===== src/hw/rsx_pkg.sv =====
package rsx_pkg;

    // ---------------------------------------------------------------
    // widths and reset values
    // ---------------------------------------------------------------
    localparam int        DATA_W    = 8;
    localparam int        PC_W      = 12;
    localparam logic [7:0] ACC_RST  = 8'h00;
    localparam logic [7:0] ONE      = 8'h01;
    localparam logic      GIE_RST   = 1'b0;

    // ---------------------------------------------------------------
    // operations handled by this datapath
    // ---------------------------------------------------------------
    typedef enum logic [4:0] {
        idle_op,
        copy_imm_op,
        copy_to_mem_op,
        or_mem_op,
        or_imm_op,
        union_into_memory,
        subroutine_exit,
        subroutine_exit_imm,
        interrupt_exit,
        rotate_left_mem,
        rotate_left_acc_dest,
        rotate_left_carry_mem,
        rotate_left_carry_acc_dest,
        rotate_right_mem,
        rotate_right_acc_dest,
        rotate_right_via_flag_mem,
        rotate_right_via_flag_acc_dest,
        subtract_with_borrow_acc,
        subtract_with_borrow_mem,
        decrement_skip_zero_mem,
        decrement_skip_zero_acc
    } rsx_op_t;

    typedef struct packed {
        rsx_op_t    op;
        logic [7:0] imm;
    } rsx_ins_t;

    typedef struct packed {
        logic ov;
        logic z;
        logic ac;
        logic c;
    } rsx_flags_t;

    localparam rsx_flags_t FLAGS_RST = '{ov: 1'b0, z: 1'b0, ac: 1'b0,
                                         c: 1'b0};

    typedef enum logic {
        st_exec,
        st_dummy
    } rsx_state_t;

endpackage


===== src/hw/rsx_exec.sv =====
`timescale 1ns/1ps

// What this block does
// [RULE_01] immediate copy loads accumulator, flags kept
// [RULE_02] accumulator copied to addressed memory
// [RULE_03] idle only advances program counter
// [RULE_04] or with memory or immediate
// [RULE_05] subroutine exit reloads pc, two cycles
// [RULE_06] exit with constant also loads accumulator
// [RULE_07] interrupt exit reloads pc, enables interrupts
// [RULE_08] rotate memory left, write memory
// [RULE_09] rotate memory left into accumulator
// [RULE_10] rotate left through carry, write memory
// [RULE_11] rotate left through carry into accumulator
// [RULE_12] rotate memory right, write memory
// [RULE_13] rotate memory right into accumulator
// [RULE_14] rotate right through carry, write memory
// [RULE_15] rotate right through carry into accumulator
// [RULE_16] subtract memory and borrow into accumulator
// [RULE_17] subtract memory and borrow into memory
// [RULE_18] decrement memory, skip next when zero
// [RULE_19] decrement into accumulator, skip when zero
// [RULE_20] or sets zero, carry rotates set carry
// [RULE_21] subtraction updates ov, z, ac, c
// [RULE_22] decrement and skip keep all flags
module rsx_exec (
    // clock, reset, enable
    input  wire logic                    clk,
    input  wire logic                    rst_n,
    input  wire logic                    ce,
    // instruction issue
    input  wire logic                    ins_valid,
    input  wire rsx_pkg::rsx_ins_t       ins,
    output logic                         ready,
    // data memory and return stack
    input  wire logic [7:0]              mem_rdata,
    input  wire logic [rsx_pkg::PC_W-1:0] stack_top,
    output logic                         mem_we,
    output logic [7:0]                   mem_wdata,
    // sequencing
    output logic                         pc_inc,
    output logic                         pc_load,
    output logic [rsx_pkg::PC_W-1:0]     pc_value,
    output logic                         stack_pop,
    output logic                         skip,
    // architectural state
    output logic [7:0]                   acc,
    output rsx_pkg::rsx_flags_t          flags,
    output logic                         global_interrupt_enable
);
    import rsx_pkg::*;

    // ---------------------------------------------------------------
    // result computation
    // ---------------------------------------------------------------
    rsx_state_t  state;
    logic        take;
    logic [7:0]  res;
    logic        res_to_acc;
    logic        res_to_mem;
    rsx_flags_t  next_flags;
    logic [8:0]  diff;
    logic [4:0]  diff_lo;
    logic [7:0]  dec;
    logic        is_exit;
    logic        do_skip;

    assign take    = ce && ins_valid && (state == st_exec);
    assign dec     = mem_rdata - ONE;
    assign diff    = {1'b0, acc} + {1'b0, ~mem_rdata} + {8'h00, flags.c};
    assign diff_lo = {1'b0, acc[3:0]} + {1'b0, ~mem_rdata[3:0]}
                   + {4'h0, flags.c};

    always_comb begin
        res        = mem_rdata;
        res_to_acc = 1'b0;
        res_to_mem = 1'b0;
        next_flags = flags;
        is_exit    = 1'b0;
        do_skip    = 1'b0;
        unique case (ins.op)
            idle_op: begin
            end
            copy_imm_op: begin
                res        = ins.imm; // RULE_01
                res_to_acc = 1'b1;
            end
            copy_to_mem_op: begin
                res        = acc; // RULE_02
                res_to_mem = 1'b1;
            end
            or_mem_op, or_imm_op, union_into_memory: begin
                res          = acc | ((ins.op == or_imm_op) ? ins.imm
                                                            : mem_rdata);
                res_to_acc   = (ins.op != union_into_memory); // RULE_04
                res_to_mem   = (ins.op == union_into_memory);
                next_flags.z = (res == 8'h00); // RULE_20
            end
            subroutine_exit: begin
                is_exit = 1'b1; // RULE_05
            end
            subroutine_exit_imm: begin
                is_exit    = 1'b1;
                res        = ins.imm; // RULE_06
                res_to_acc = 1'b1;
            end
            interrupt_exit: begin
                is_exit = 1'b1; // RULE_07
            end
            rotate_left_mem, rotate_left_acc_dest: begin
                res        = {mem_rdata[6:0], mem_rdata[7]}; // RULE_08
                res_to_mem = (ins.op == rotate_left_mem);
                res_to_acc = (ins.op == rotate_left_acc_dest); // RULE_09
            end
            rotate_left_carry_mem, rotate_left_carry_acc_dest: begin
                res          = {mem_rdata[6:0], flags.c}; // RULE_10
                next_flags.c = mem_rdata[7]; // RULE_20
                res_to_mem   = (ins.op == rotate_left_carry_mem);
                res_to_acc   = (ins.op ==
                                rotate_left_carry_acc_dest); // RULE_11
            end
            rotate_right_mem, rotate_right_acc_dest: begin
                res        = {mem_rdata[0], mem_rdata[7:1]}; // RULE_12
                res_to_mem = (ins.op == rotate_right_mem);
                res_to_acc = (ins.op == rotate_right_acc_dest); // RULE_13
            end
            rotate_right_via_flag_mem, rotate_right_via_flag_acc_dest: begin
                res          = {flags.c, mem_rdata[7:1]}; // RULE_14
                next_flags.c = mem_rdata[0];
                res_to_mem   = (ins.op == rotate_right_via_flag_mem);
                res_to_acc   = (ins.op ==
                                rotate_right_via_flag_acc_dest); // RULE_15
            end
            subtract_with_borrow_acc, subtract_with_borrow_mem: begin
                res           = diff[7:0]; // RULE_16
                res_to_acc    = (ins.op == subtract_with_borrow_acc);
                res_to_mem    = (ins.op == subtract_with_borrow_mem); // RULE_17
                next_flags.c  = diff[8]; // RULE_21
                next_flags.ac = diff_lo[4];
                next_flags.z  = (diff[7:0] == 8'h00);
                next_flags.ov = (acc[7] != mem_rdata[7])
                             && (diff[7] != acc[7]);
            end
            decrement_skip_zero_mem, decrement_skip_zero_acc: begin
                res        = dec; // RULE_22
                do_skip    = (dec == 8'h00); // RULE_18
                res_to_mem = (ins.op == decrement_skip_zero_mem);
                res_to_acc = (ins.op == decrement_skip_zero_acc); // RULE_19
            end
        endcase
    end

    // ---------------------------------------------------------------
    // sequencing: dummy cycle after exits and taken skips
    // ---------------------------------------------------------------
    always_ff @(posedge clk) begin
        if (!rst_n) begin
            state <= st_exec;
            ready <= 1'b1;
        end else if (ce) begin
            if (state == st_dummy) begin
                state <= st_exec;
                ready <= 1'b1;
            end else if (take && (is_exit || do_skip)) begin
                state <= st_dummy; // RULE_05
                ready <= 1'b0;
            end
        end
    end

    always_ff @(posedge clk) begin
        if (!rst_n) begin
            pc_inc    <= 1'b0;
            pc_load   <= 1'b0;
            pc_value  <= '0;
            stack_pop <= 1'b0;
            skip      <= 1'b0;
        end else if (ce) begin
            pc_inc    <= take && !is_exit; // RULE_03
            pc_load   <= take && is_exit;
            stack_pop <= take && is_exit;
            skip      <= take && do_skip; // RULE_18
            if (take && is_exit) begin
                pc_value <= stack_top;
            end
        end
    end

    // ---------------------------------------------------------------
    // accumulator, flags, memory write, interrupt enable
    // ---------------------------------------------------------------
    always_ff @(posedge clk) begin
        if (!rst_n) begin
            acc <= ACC_RST;
        end else if (take && res_to_acc) begin
            acc <= res;
        end
    end

    always_ff @(posedge clk) begin
        if (!rst_n) begin
            flags <= FLAGS_RST;
        end else if (take) begin
            flags <= next_flags;
        end
    end

    always_ff @(posedge clk) begin
        if (!rst_n) begin
            mem_we    <= 1'b0;
            mem_wdata <= 8'h00;
        end else if (ce) begin
            mem_we <= take && res_to_mem;
            if (take && res_to_mem) begin
                mem_wdata <= res;
            end
        end
    end

    always_ff @(posedge clk) begin
        if (!rst_n) begin
            global_interrupt_enable <= GIE_RST;
        end else if (take && ins.op == interrupt_exit) begin
            global_interrupt_enable <= 1'b1; // RULE_07
        end
    end
endmodule


===== config.mk =====
export PLATFORM = sky130hd
export DESIGN_NAME = rsx_exec
export DESIGN_NICKNAME = d
export VERILOG_FILES = /design/src/hw/rsx_pkg.sv /design/src/hw/rsx_exec.sv
export SDC_FILE = /design/constraint.sdc
export NUM_CORES = 1
export LEC_CHECK = 0
export ABC_AREA = 1
export ABC_CLOCK_PERIOD_IN_PS = 2540
export BUFFER_PORTS_ARGS = -buffer_cell sky130_fd_sc_hd__buf_2
export CORE_MARGIN = 1.5
export CORE_UTILIZATION = 30
export CTS_CLUSTER_DIAMETER = 80
export DETAILED_ROUTE_END_ITERATION = 12
export HOLD_SLACK_MARGIN = 0.06
export PLACE_DENSITY = 0.6
export SLEW_MARGIN = 20
export SYNTH_ARGS = -nofsm -noshare
export SYNTH_HDL_FRONTEND = slang
export SYNTH_SLANG_ARGS = --single-unit

===== constraint.sdc =====
create_clock -name clk -period 2.54 [get_ports clk]
set_input_delay 0.508 -clock clk [delete_from_list [all_inputs] [get_ports clk]]
set_output_delay 0.508 -clock clk [all_outputs]
set_load 0.05 [all_outputs]

==> results.md, run 1 <==
- Status: finished, final reports clean
- Total Power: 1580 uW
- Largest net degree at the start of global routing: 21
- Core Region: 10300 sq um
- Area contributors post-synth: dfxtp_1, nand2_1, nor2_1
- Fin Clk Skew: 0.0145 ns
- Crit end category: register
- Met2 Use GR: 0.334
- Met1 Use GR: 0.260
- Row cnt: 37
- Layout Nets: 656
- CP required: 2.81 ns
- DP Cell Count: 737
- Share of layout cells above drive strength 1: 0.222
- Hold Crit Start: stack_top[10]
- R2r endpoint: flags[2]$_SDFFE_PN0P_
- Reg2reg path depth: 10
- Clock buffer depth: 2
- Top FF cell, synth: dfxtp_1
- RD Place Congestion: 0.957
- Die X: 106 microns
- Switching part of the total: 0.385
- Met3 GRT Util: 0.0266
- Via count: 3694
- EDFF count, synth: 0
- Fraction of registers with async set or reset after synthesis: 0
- GR peak layer: met2
- CTS tree: built
- Flop pwr share: 0.409
- CP arrival: 2.60 ns
- Mapped Cells: 524
- Post-CTS sizing: 0
- Setup crit start kind: input port
- Grt total ovfl: 0
- 1st-pass router iterations: 5
- Post-DP HPWL: 8660 microns
- HP Class: input port to register
- # DRC: 0
- Drt wl/cell: 14.7 microns
- Syn-to-layout area delta: 21.3%
- Pre-CTS WS: -0.0712 ns
- Non-filler cells in the finished layout: 745
- Setup Viol. Count Final: 0
- Critical path class: input port to register
- Sw power: 610 uW
- TritonCTS buffer count: 5
- Final min period: 2.33 ns
- Final design utilization: 0.373
- Netlist cell types: 39
- Leakage: 0.00208 uW
- Max-slew violation count: 0
- Vias in the first global route: 3491
- Root buffer cell: clkbuf_8
- H-tree levels: 2
- Fillers: 1143
- MaxCap Viol Count: 0
- Synthesized Nets: 572
- Global Route Usage Sum: 0.198
- Fin Setup TNS: 0 ns
- Clock insertion delay at the later pin of the skew report: 0.31 ns
- DIE HEIGHT: 106 microns
- Drt total wl: 10900 microns
- IO buf count: 75
- Routed vias/inst: 4.96
- Syn Area/Cell: 6.03 sq um
- Slew headroom: 0.625
- Die area: 11200 sq um
- Top-area cell type share of the netlist area: 0.247
- Cell area after synthesis: 3160 sq um
- Yosys reg bits: 39
- Clock Sinks: 39
- Combinational fraction of design power: 0.302
- Reg-to-reg setup timing slack: 0.21 ns
- DRT antenna net count: 0
- Sequential area share after synthesis: 0.247
- PwrDens: 413 nW/um^2
- DRT iter0 DRCs: 268
- Fmax: 428 MHz
- Least-Margin Pin Slew: 0.560 ns
- Clock Power Share: 0.289
- Reg clk slew, reported paths: 0.10 ns
- Post-CTS setup buffers: 0
- Antenna cells: 0
- Initial Util: 0.308
- Top-level I/O count: 76
- Worst r2r src: acc[0]$_SDFFE_PN0P_
- Worst hold path depth: 3
- Max VDD drop: 0.260 mV
- First-pass GRT wire length: 17700 microns
- Ys Warns: 0
- Final period utilization: 0.919
- Largest area contributor in the netlist: dfxtp_1
- Hold Buf Count CTS: 0
- WHS Endpoint: pc_value[10]$_SDFFE_PN0P_
- CP max FO: 2
- Antenna violations before repair: 0
- Final worst slack: 0.206 ns
- RSZ-0062 raised after global routing: no
- Fin. Hold Viols: 0
- Pint: 973 uW
synth_stat cells (6+ instances only):
cell,number
nand2_1,130
nor2_1,95
inv_1,62
nand3_1,44
dfxtp_1,39
o21ai_0,25
a21oi_1,24
nand4_1,18
ha_1,9
inv_2,8
nand2_2,6
xor2_1,6
power by group through the flow:
stage / Combinational [uW] / Sequential [uW] / Clock, uW
floorplan: 257 / 726 / 0
finish: 478 / 647 / 458
CTS: 473 / 648 / 467
global placement: 468 / 662 / 0
global route: 523 / 650 / 491
detailed placement: 471 / 662 / 0
logic make-up after synthesis:
logic type / Yosys count / share of synthesized area
buf+inv: 83 / 0.107
simple gates: 320 / 0.463
xor+xnor: 6 / 0.0166
flops: 39 / 0.247
fa+ha+maj: 11 / 0.0483
compound gates: 65 / 0.118
critical path, cell delays in order:
cell and delay (ns):
buf_2 0.09, inv_1 0.06, fa_1 0.47, fa_1 0.47
or2_2 0.31, nor3_1 0.20, nand3_1 0.09, nor2_1 0.13
nand3_1 0.09, nand3_1 0.09, nand2_1 0.05, inv_1 0.04
how the worst max path moves through the flow:
stage,startpoint,end,slack [ns],cells after the start
after global routing,acc[0]$_SDFFE_PN0P_,flags[2]$_SDFFE_PN0P_,0.06,10
final,mem_rdata[0],flags[2]$_SDFFE_PN0P_,0.21,12
after global placement,mem_rdata[0],flags[2]$_SDFFE_PN0P_,-0.05,12
after detailed placement,mem_rdata[0],flags[2]$_SDFFE_PN0P_,-0.07,12
after floorplan,mem_rdata[0],flags[2]$_SDFFE_PN0P_,0.14,11
after CTS,mem_rdata[0],flags[2]$_SDFFE_PN0P_,0.25,12
state kept, by name (all words and copies together) (netlist names):
name	cells
acc	8
skip	1
mem_wdata	8
pc_inc	1
state	1
pc_value	12
stack_pop	1
flags	4
global_interrupt_enable	1
mem_we	1
ready	1
routing by layer:
layer  share of wire  vias up  routed length, microns
met4           0.023        0                     256
met1            0.45     1683                    4950
met3           0.062       18                     677
met2            0.46      152                    5060
met5               0        -                       0
li1                -     1841                       -
cell type report:
cell class,count,area (sq um),area share
clock buffer,5,68.8,0.0180
sequential,39,781,0.204
inverter,72,275,0.0718
timing repair buffer,88,473,0.123
multi-input combinational,402,2040,0.532
tap,136,170,0.0444
clock inverter,3,23.8,0.00620
stage by stage:
stage | cell area, sq um | hold WS, ns
finish | 3830 | 0.425
global route | 3830 | 0.443
CTS | 3830 | 0.423
detailed placement | 3740 | 0.466
global placement | 3740 | 0.459
floorplan | 3160 | 0.518
layout by cell type, fill, tap and decap left out, drive strengths merged:
cell | synthesis | layout
buf | 7 | 88
a21oi | 25 | 25
fa | 2 | 2
a31oi | 1 | 1
a21boi | 1 | 1
xor2 | 6 | 6
a22oi | 2 | 2
clkinv | 2 | 2
or2 | 2 | 2
inv | 70 | 71
nand3b | 3 | 3
nand3 | 48 | 48
and2 | 1 | 1
dfxtp | 39 | 39
o21ai | 32 | 32
nor2 | 105 | 105
clkinvlp | 0 | 2
nand2 | 140 | 140
ha | 9 | 9
o211ai | 2 | 2
o21bai | 1 | 1
nand4 | 18 | 18
nor3 | 3 | 3
o311ai | 1 | 1
clkbuf | 4 | 5
(Power assumes the default switching activity.)
==> run 2, diff against run 1 <==
CORE_UTILIZATION = 40   (was 30)
PLACE_DENSITY = 0.73   (was 0.6)
==> results.md, run 2 (synthesized netlist as in run 1, its figures left out) <==
- Final period utilization: 0.924 (+0.00516)
- Post-DP HPWL: 7910 microns (-8.7%)
- DIE HEIGHT: 91.9 microns (-13%)
- Fmax: 426 MHz (-0.56%)
- Sw power: 577 uW (-5.3%)
- MaxCap Viol Count: 0 (unchanged)
- Flop pwr share: 0.394 (-0.015)
- Clock Power Share: 0.323 (+0.034)
- CP max FO: 3 (+1)
- Clock Sinks: 39 (unchanged)
- Status: finished, final reports clean
- Least-Margin Pin Slew: 0.519 ns (-0.0411 ns)
- Crit end category: register
- Hold WS: 0.433 ns (+0.00792 ns)
- Die X: 91.9 microns (-13%)
- Clock buffer depth: 2 (unchanged)
- Total Power: 1640 uW (+3.8%)
- Clock insertion delay at the later pin of the skew report: 0.30 ns (about the same)
- Drt total wl: 9940 microns (-9.2%)
- Final design utilization: 0.494 (+0.121)
- Fin. Hold Viols: 0 (unchanged)
- Post-CTS setup buffers: 0 (unchanged)
- Antenna cells: 0 (unchanged)
- CP required: 2.74 ns (-0.07 ns)
- Initial Util: 0.411 (+0.104)
- Grt total ovfl: 0 (unchanged)
- Regs by FF count: pc_value: 12 flops, acc: 8 flops, mem_wdata: 8 flops
- Fillers: 854 (-25%)
- Pint: 1070 uW (+9.6%)
- DRT antenna net count: 0 (unchanged)
- Vias in the first global route: 3508 (+0.49%)
- Switching part of the total: 0.351 (-0.0341)
- Via count: 3632 (-1.7%)
- Reg clk slew, reported paths: 0.09 ns (about the same)
- TritonCTS buffer count: 5 (unchanged)
- Antenna violations before repair: 0 (unchanged)
- Slew headroom: 0.653 (+0.0274)
- Most flop-heavy register: pc_value
- Layout Nets: 654 (-0.30%)
- H-tree levels: 2 (unchanged)
- IO buf count: 75 (unchanged)
- Setup Viol. Count Final: 0 (unchanged)
- Largest net degree at the start of global routing: 22 (+4.8%)
- Fin Setup TNS: 0 ns (unchanged)
- Combinational fraction of design power: 0.282 (-0.020)
- Post-CTS sizing: 0 (unchanged)
- Hold Buf Count CTS: 0 (unchanged)
- CTS tree: built
- DRT iter0 DRCs: 310 (+16%)
- Leakage: 0.00208 uW (+0.20%)
- CP arrival: 2.54 ns (-0.06 ns)
- Most frequent cells in the layout: nand2_1, nor2_1, buf_2
- Core Region: 7690 sq um (-25%)
- Fin Clk Skew: 0.00872 ns (-0.00574 ns)
- RD Place Congestion: 0.955 (-0.15%)
- 1st-pass router iterations: 5 (unchanged)
- HP Class: input port to register
- Largest register FFs: 12 (unchanged)
- Share of layout cells above drive strength 1: 0.219 (-0.00256)
- PwrDens: 433 nW/um^2 (+4.9%)
- Max-slew violation count: 0 (unchanged)
- Setup crit start kind: input port
- Root buffer cell: clkbuf_8
- Final min period: 2.35 ns (+0.0131 ns)
- Max VDD drop: 0.402 mV (+55%)
- Top-level I/O count: 76 (unchanged)
- First-pass GRT wire length: 16400 microns (-7.3%)
- Global Route Usage Sum: 0.241 (+0.0438)
- Die area: 8440 sq um (-24%)
- # DRC: 0 (unchanged)
- Commonest non-fill, non-tap cell in the layout: nand2_1
- Routed vias/inst: 5.12 (+3.3%)
- Drt wl/cell: 14.0 microns (-4.6%)
- Syn-to-layout area delta: 20.1%
- Critical path class: input port to register
- Row cnt: 32 (-14%)
- RSZ-0062 raised after global routing: no
==> run 2: cell types whose count changed in the layout (fill, tap and decap cells not counted) <==
cell        before  now
clkinvlp_4       2    0
clkinv_4         1    2
inv_6            1    0
clkinv_2         0    1
buf_4           13   11
bufinv_16        0    1
==> run 2: metal layers <==
layer | track usage | part of all wire | up-vias
li1 | - | - | 1834
met1 | 0.306 | 0.44 | 1618
met2 | 0.411 | 0.46 | 158
met3 | 0.0464 | 0.065 | 22
met4 | 0.0756 | 0.027 | 0
met5 | 0 | 0 | -
==> run 2: worst max-delay path: stages <==
cell,delay [ns]
buf_2,0.09
inv_1,0.06
fa_1,0.47
fa_1,0.40
nand3_1,0.15
nand2_1,0.09
a21oi_1,0.17
nor2_1,0.07
o21ai_0,0.28
a21oi_1,0.12
nor2_1,0.10
nor2_1,0.05
==> run 2: power groups by stage <==
stage               logic [uW]  clock network (uW)  registers, uW
CTS                        460                 545            648
global placement           456                   0            662
floorplan                  257                   0            726
detailed placement         458                   0            662
finish                     464                 531            648
global route               511                 571            651
==> run 2: worst paths after layout <==
kind         slack (ns)                 from                        to  cells after the start
max                0.19         mem_rdata[0]     flags[0]$_SDFFE_PN0P_                     12
min                0.43         stack_top[7]  pc_value[7]$_SDFFE_PN0P_                      3
max reg2reg        0.20  acc[0]$_SDFFE_PN0P_     flags[0]$_SDFFE_PN0P_                     10
min reg2reg        0.47  pc_inc$_SDFFE_PN0P_       pc_inc$_SDFFE_PN0P_                      2
==> run 2: stage by stage <==
step	cells	instance area [sq um]	setup WS, ns
after floorplan	524	3160	0.142
after global placement	701	3680	-0.00410
after detailed placement	701	3680	-0.0519
after CTS	709	3790	0.259
after global routing	709	3790	0.0965
final	709	3790	0.193
==> run 2: area by class of cell <==
| type | instances | area [sq um] | share of cell area |
|---|---|---|---|
| Tap cell | 102 | 128 | 0.0336 |
| Sequential cell | 39 | 781 | 0.206 |
| Clock inverter | 3 | 43.8 | 0.0115 |
| Clock buffer | 5 | 68.8 | 0.0181 |
| Inverter | 72 | 275 | 0.0725 |
| Multi-Input combinational cell | 402 | 2040 | 0.538 |
| Timing Repair Buffer | 86 | 458 | 0.121 |
==> run 3, diff against run 2 <==
CORE_UTILIZATION = 45   (was 40)
GPL_TIMING_DRIVEN = 1   (was default)
PLACE_DENSITY = default   (was 0.73)
PLACE_DENSITY_LB_ADDON = 0.1   (was default)
==> results.md, run 3 (synthesized netlist as in run 1, its figures left out) <==
- RD Place Congestion: 0.920 (-3.7%)
- Met1 Use GR: 0.371 (+0.0652)
- Hold Buf Count CTS: 0 (unchanged)
- HP Class: input port to register
- Final worst slack: 0.209 ns (+0.0163 ns)
- Reg2reg path depth: 10 (unchanged)
- Syn-to-layout area delta: 21.3%
- GR peak layer: met2
- Max VDD drop: 0.437 mV (+8.5%)
- Routed vias/inst: 5.19 (+1.4%)
- CTS tree: built
- Drt total wl: 10300 microns (+3.5%)
- Drt wl/cell: 14.5 microns (+3.5%)
- Most frequent cells in the layout: nand2_1, nor2_1, buf_2
- Setup crit start kind: register
- Row cnt: 30 (-6.3%)
- Critical path cell sequence: fa_1 -> fa_1 -> or2_2 -> nor3_1 -> nand3_1 -> nor2_1 -> nand3_1 -> nand3_1 -> nand2_1 -> inv_1
- CP max stage cell: fa_1
- Most used cell along the critical path: nand3_1
- Met3 GRT Util: 0.0486 (+0.00214)
- Worst r2r src: acc[0]$_SDFFE_PN0P_
- DP Cell Count: 701 (unchanged)
- Leakage: 0.00211 uW (+1.5%)
- Status: finished, final reports clean
- Antenna violations before repair: 0 (unchanged)
- RSZ-0062 raised after global routing: no
- # DRC: 0 (unchanged)
- R2r endpoint: flags[2]$_SDFFE_PN0P_
- Delay-heaviest family, CP: simple AND/OR/NAND/NOR gates
- Critical Path Max Stage Delay: 0.46 ns (about the same)
- WHS Endpoint: pc_value[11]$_SDFFE_PN0P_
- DIE HEIGHT: 86.8 microns (-5.5%)
- TritonCTS buffer count: 5 (unchanged)
- Non-filler cells in the finished layout: 709 (unchanged)
- Initial Util: 0.465 (+0.0541)
- Most flop-heavy register: pc_value
- Global Route Usage Sum: 0.284 (+0.0426)
- Final min period: 2.33 ns (-0.0163 ns)
- MaxCap Viol Count: 0 (unchanged)
- Fmax: 429 MHz (+0.70%)
- Post-CTS sizing: 0 (unchanged)
- Via count: 3682 (+1.4%)
- Least-Margin Pin Slew: 0.543 ns (+0.0233 ns)
- Reg clk slew, reported paths: 0.10 ns (about the same)
- Reg-to-reg setup timing slack: 0.21 ns (about the same)
- Regs by FF count: pc_value: 12 flops, acc: 8 flops, mem_wdata: 8 flops
- CP max FO: 4 (+1)
- CP required: 2.80 ns (+0.06 ns)
- Pre-CTS WS: -0.107 ns (-0.0553 ns)
- PwrDens: 436 nW/um^2 (+0.66%)
- CP arrival: 2.59 ns (+0.05 ns)
- Commonest non-fill, non-tap cell in the layout: nand2_1
- H-tree levels: 2 (unchanged)
- DRT antenna net count: 0 (unchanged)
- Clock Sinks: 39 (unchanged)
- Post-CTS setup buffers: 0 (unchanged)
- Hold WS: 0.423 ns (-0.0107 ns)
- Max-slew violation count: 0 (unchanged)
- Met2 Use GR: 0.455 (+0.0434)
- Hold Crit Start: stack_top[11]
- Fin Clk Skew: 0.0146 ns (+0.00585 ns)
- Critical path class: register to register
- DRT iter0 DRCs: 260 (-16%)
- Root buffer cell: clkbuf_8
- Final period utilization: 0.918 (-0.00643)
- Setup Viol. Count Final: 0 (unchanged)
- First-pass GRT wire length: 16400 microns (+0.13%)
- Vias in the first global route: 3391 (-3.3%)
- Die area: 7540 sq um (-11%)
- IO buf count: 75 (unchanged)
- Largest net degree at the start of global routing: 22 (unchanged)
- Share of layout cells above drive strength 1: 0.227 (+0.00764)
- 1st-pass router iterations: 5 (unchanged)
- Worst hold path depth: 3 (unchanged)
- Largest register FFs: 12 (unchanged)
- Buf/Inv on CP: 1 (-1)
- Grt total ovfl: 0 (unchanged)
- Layout Nets: 660 (+0.92%)
- Slew headroom: 0.637 (-0.0156)
- Crit end category: register
- Top-level I/O count: 76 (unchanged)
- Antenna cells: 0 (unchanged)
- Die X: 86.8 microns (-5.5%)
- Clock buffer depth: 2 (unchanged)
- Clock insertion delay at the later pin of the skew report: 0.32 ns (+0.02 ns)
- Core Region: 6790 sq um (-12%)
- Fin. Hold Viols: 0 (unchanged)
- Post-DP HPWL: 7970 microns (+0.87%)
- Worst Setup SP: acc[0]$_SDFFE_PN0P_
## run 3: worst max path at each step
stage,endpoint,slack (ns),depth (start not counted)
6_report,flags[2]$_SDFFE_PN0P_,0.21,10
4_1_cts,flags[2]$_SDFFE_PN0P_,0.22,10
3_3_place_gp,flags[2]$_SDFFE_PN0P_,-0.04,12
2_1_floorplan,flags[2]$_SDFFE_PN0P_,0.14,11
3_5_place_dp,flags[2]$_SDFFE_PN0P_,-0.11,12
5_1_grt,flags[2]$_SDFFE_PN0P_,0.03,10
## run 3: power by group
part           switching (uW)  leakage [uW]  internal (uW)
registers                17.2      0.000316            631
clock network             256     0.0000581            293
logic                     325       0.00174            149
total                     599       0.00211           1070
## run 3: worst reg2reg max path, cell delays in order (launching register included)
cell and delay [ns]:
dfxtp_1 0.37, fa_1 0.46, fa_1 0.46, or2_2 0.30, nor3_1 0.21, nand3_1 0.11
nor2_1 0.10, nand3_1 0.07, nand3_1 0.08, nand2_1 0.06, inv_1 0.05
## run 3: layout make-up
| class | instances | area [sq um] |
|---|---|---|
| inverter | 72 | 275 |
| clock inverter | 3 | 43.8 |
| sequential | 39 | 781 |
| fill | 715 | 2960 |
| tap | 96 | 120 |
| timing repair buffer | 92 | 503 |
| clock buffer | 5 | 68.8 |
| multi-input combinational | 402 | 2040 |
## run 3: per-layer routing
| metal | up-vias | wire [microns] |
|---|---|---|
| met5 | - | 0 |
| met2 | 172 | 4590 |
| met4 | 0 | 326 |
| met1 | 1635 | 4680 |
| met3 | 24 | 687 |
| li1 | 1851 | - |
## run 3: metrics by stage
stage / cell area (sq um) / total power, uW / setup TNS [ns] / utilization
finish: 3830 / 1670 / 0 / 0.564
global route: 3830 / 1750 / 0 / 0.564
CTS: 3830 / 1680 / 0 / 0.564
detailed placement: 3720 / 1130 / -0.163 / 0.548
global placement: 3720 / 1130 / -0.0646 / 0.548
floorplan: 3160 / 982 / 0 / -
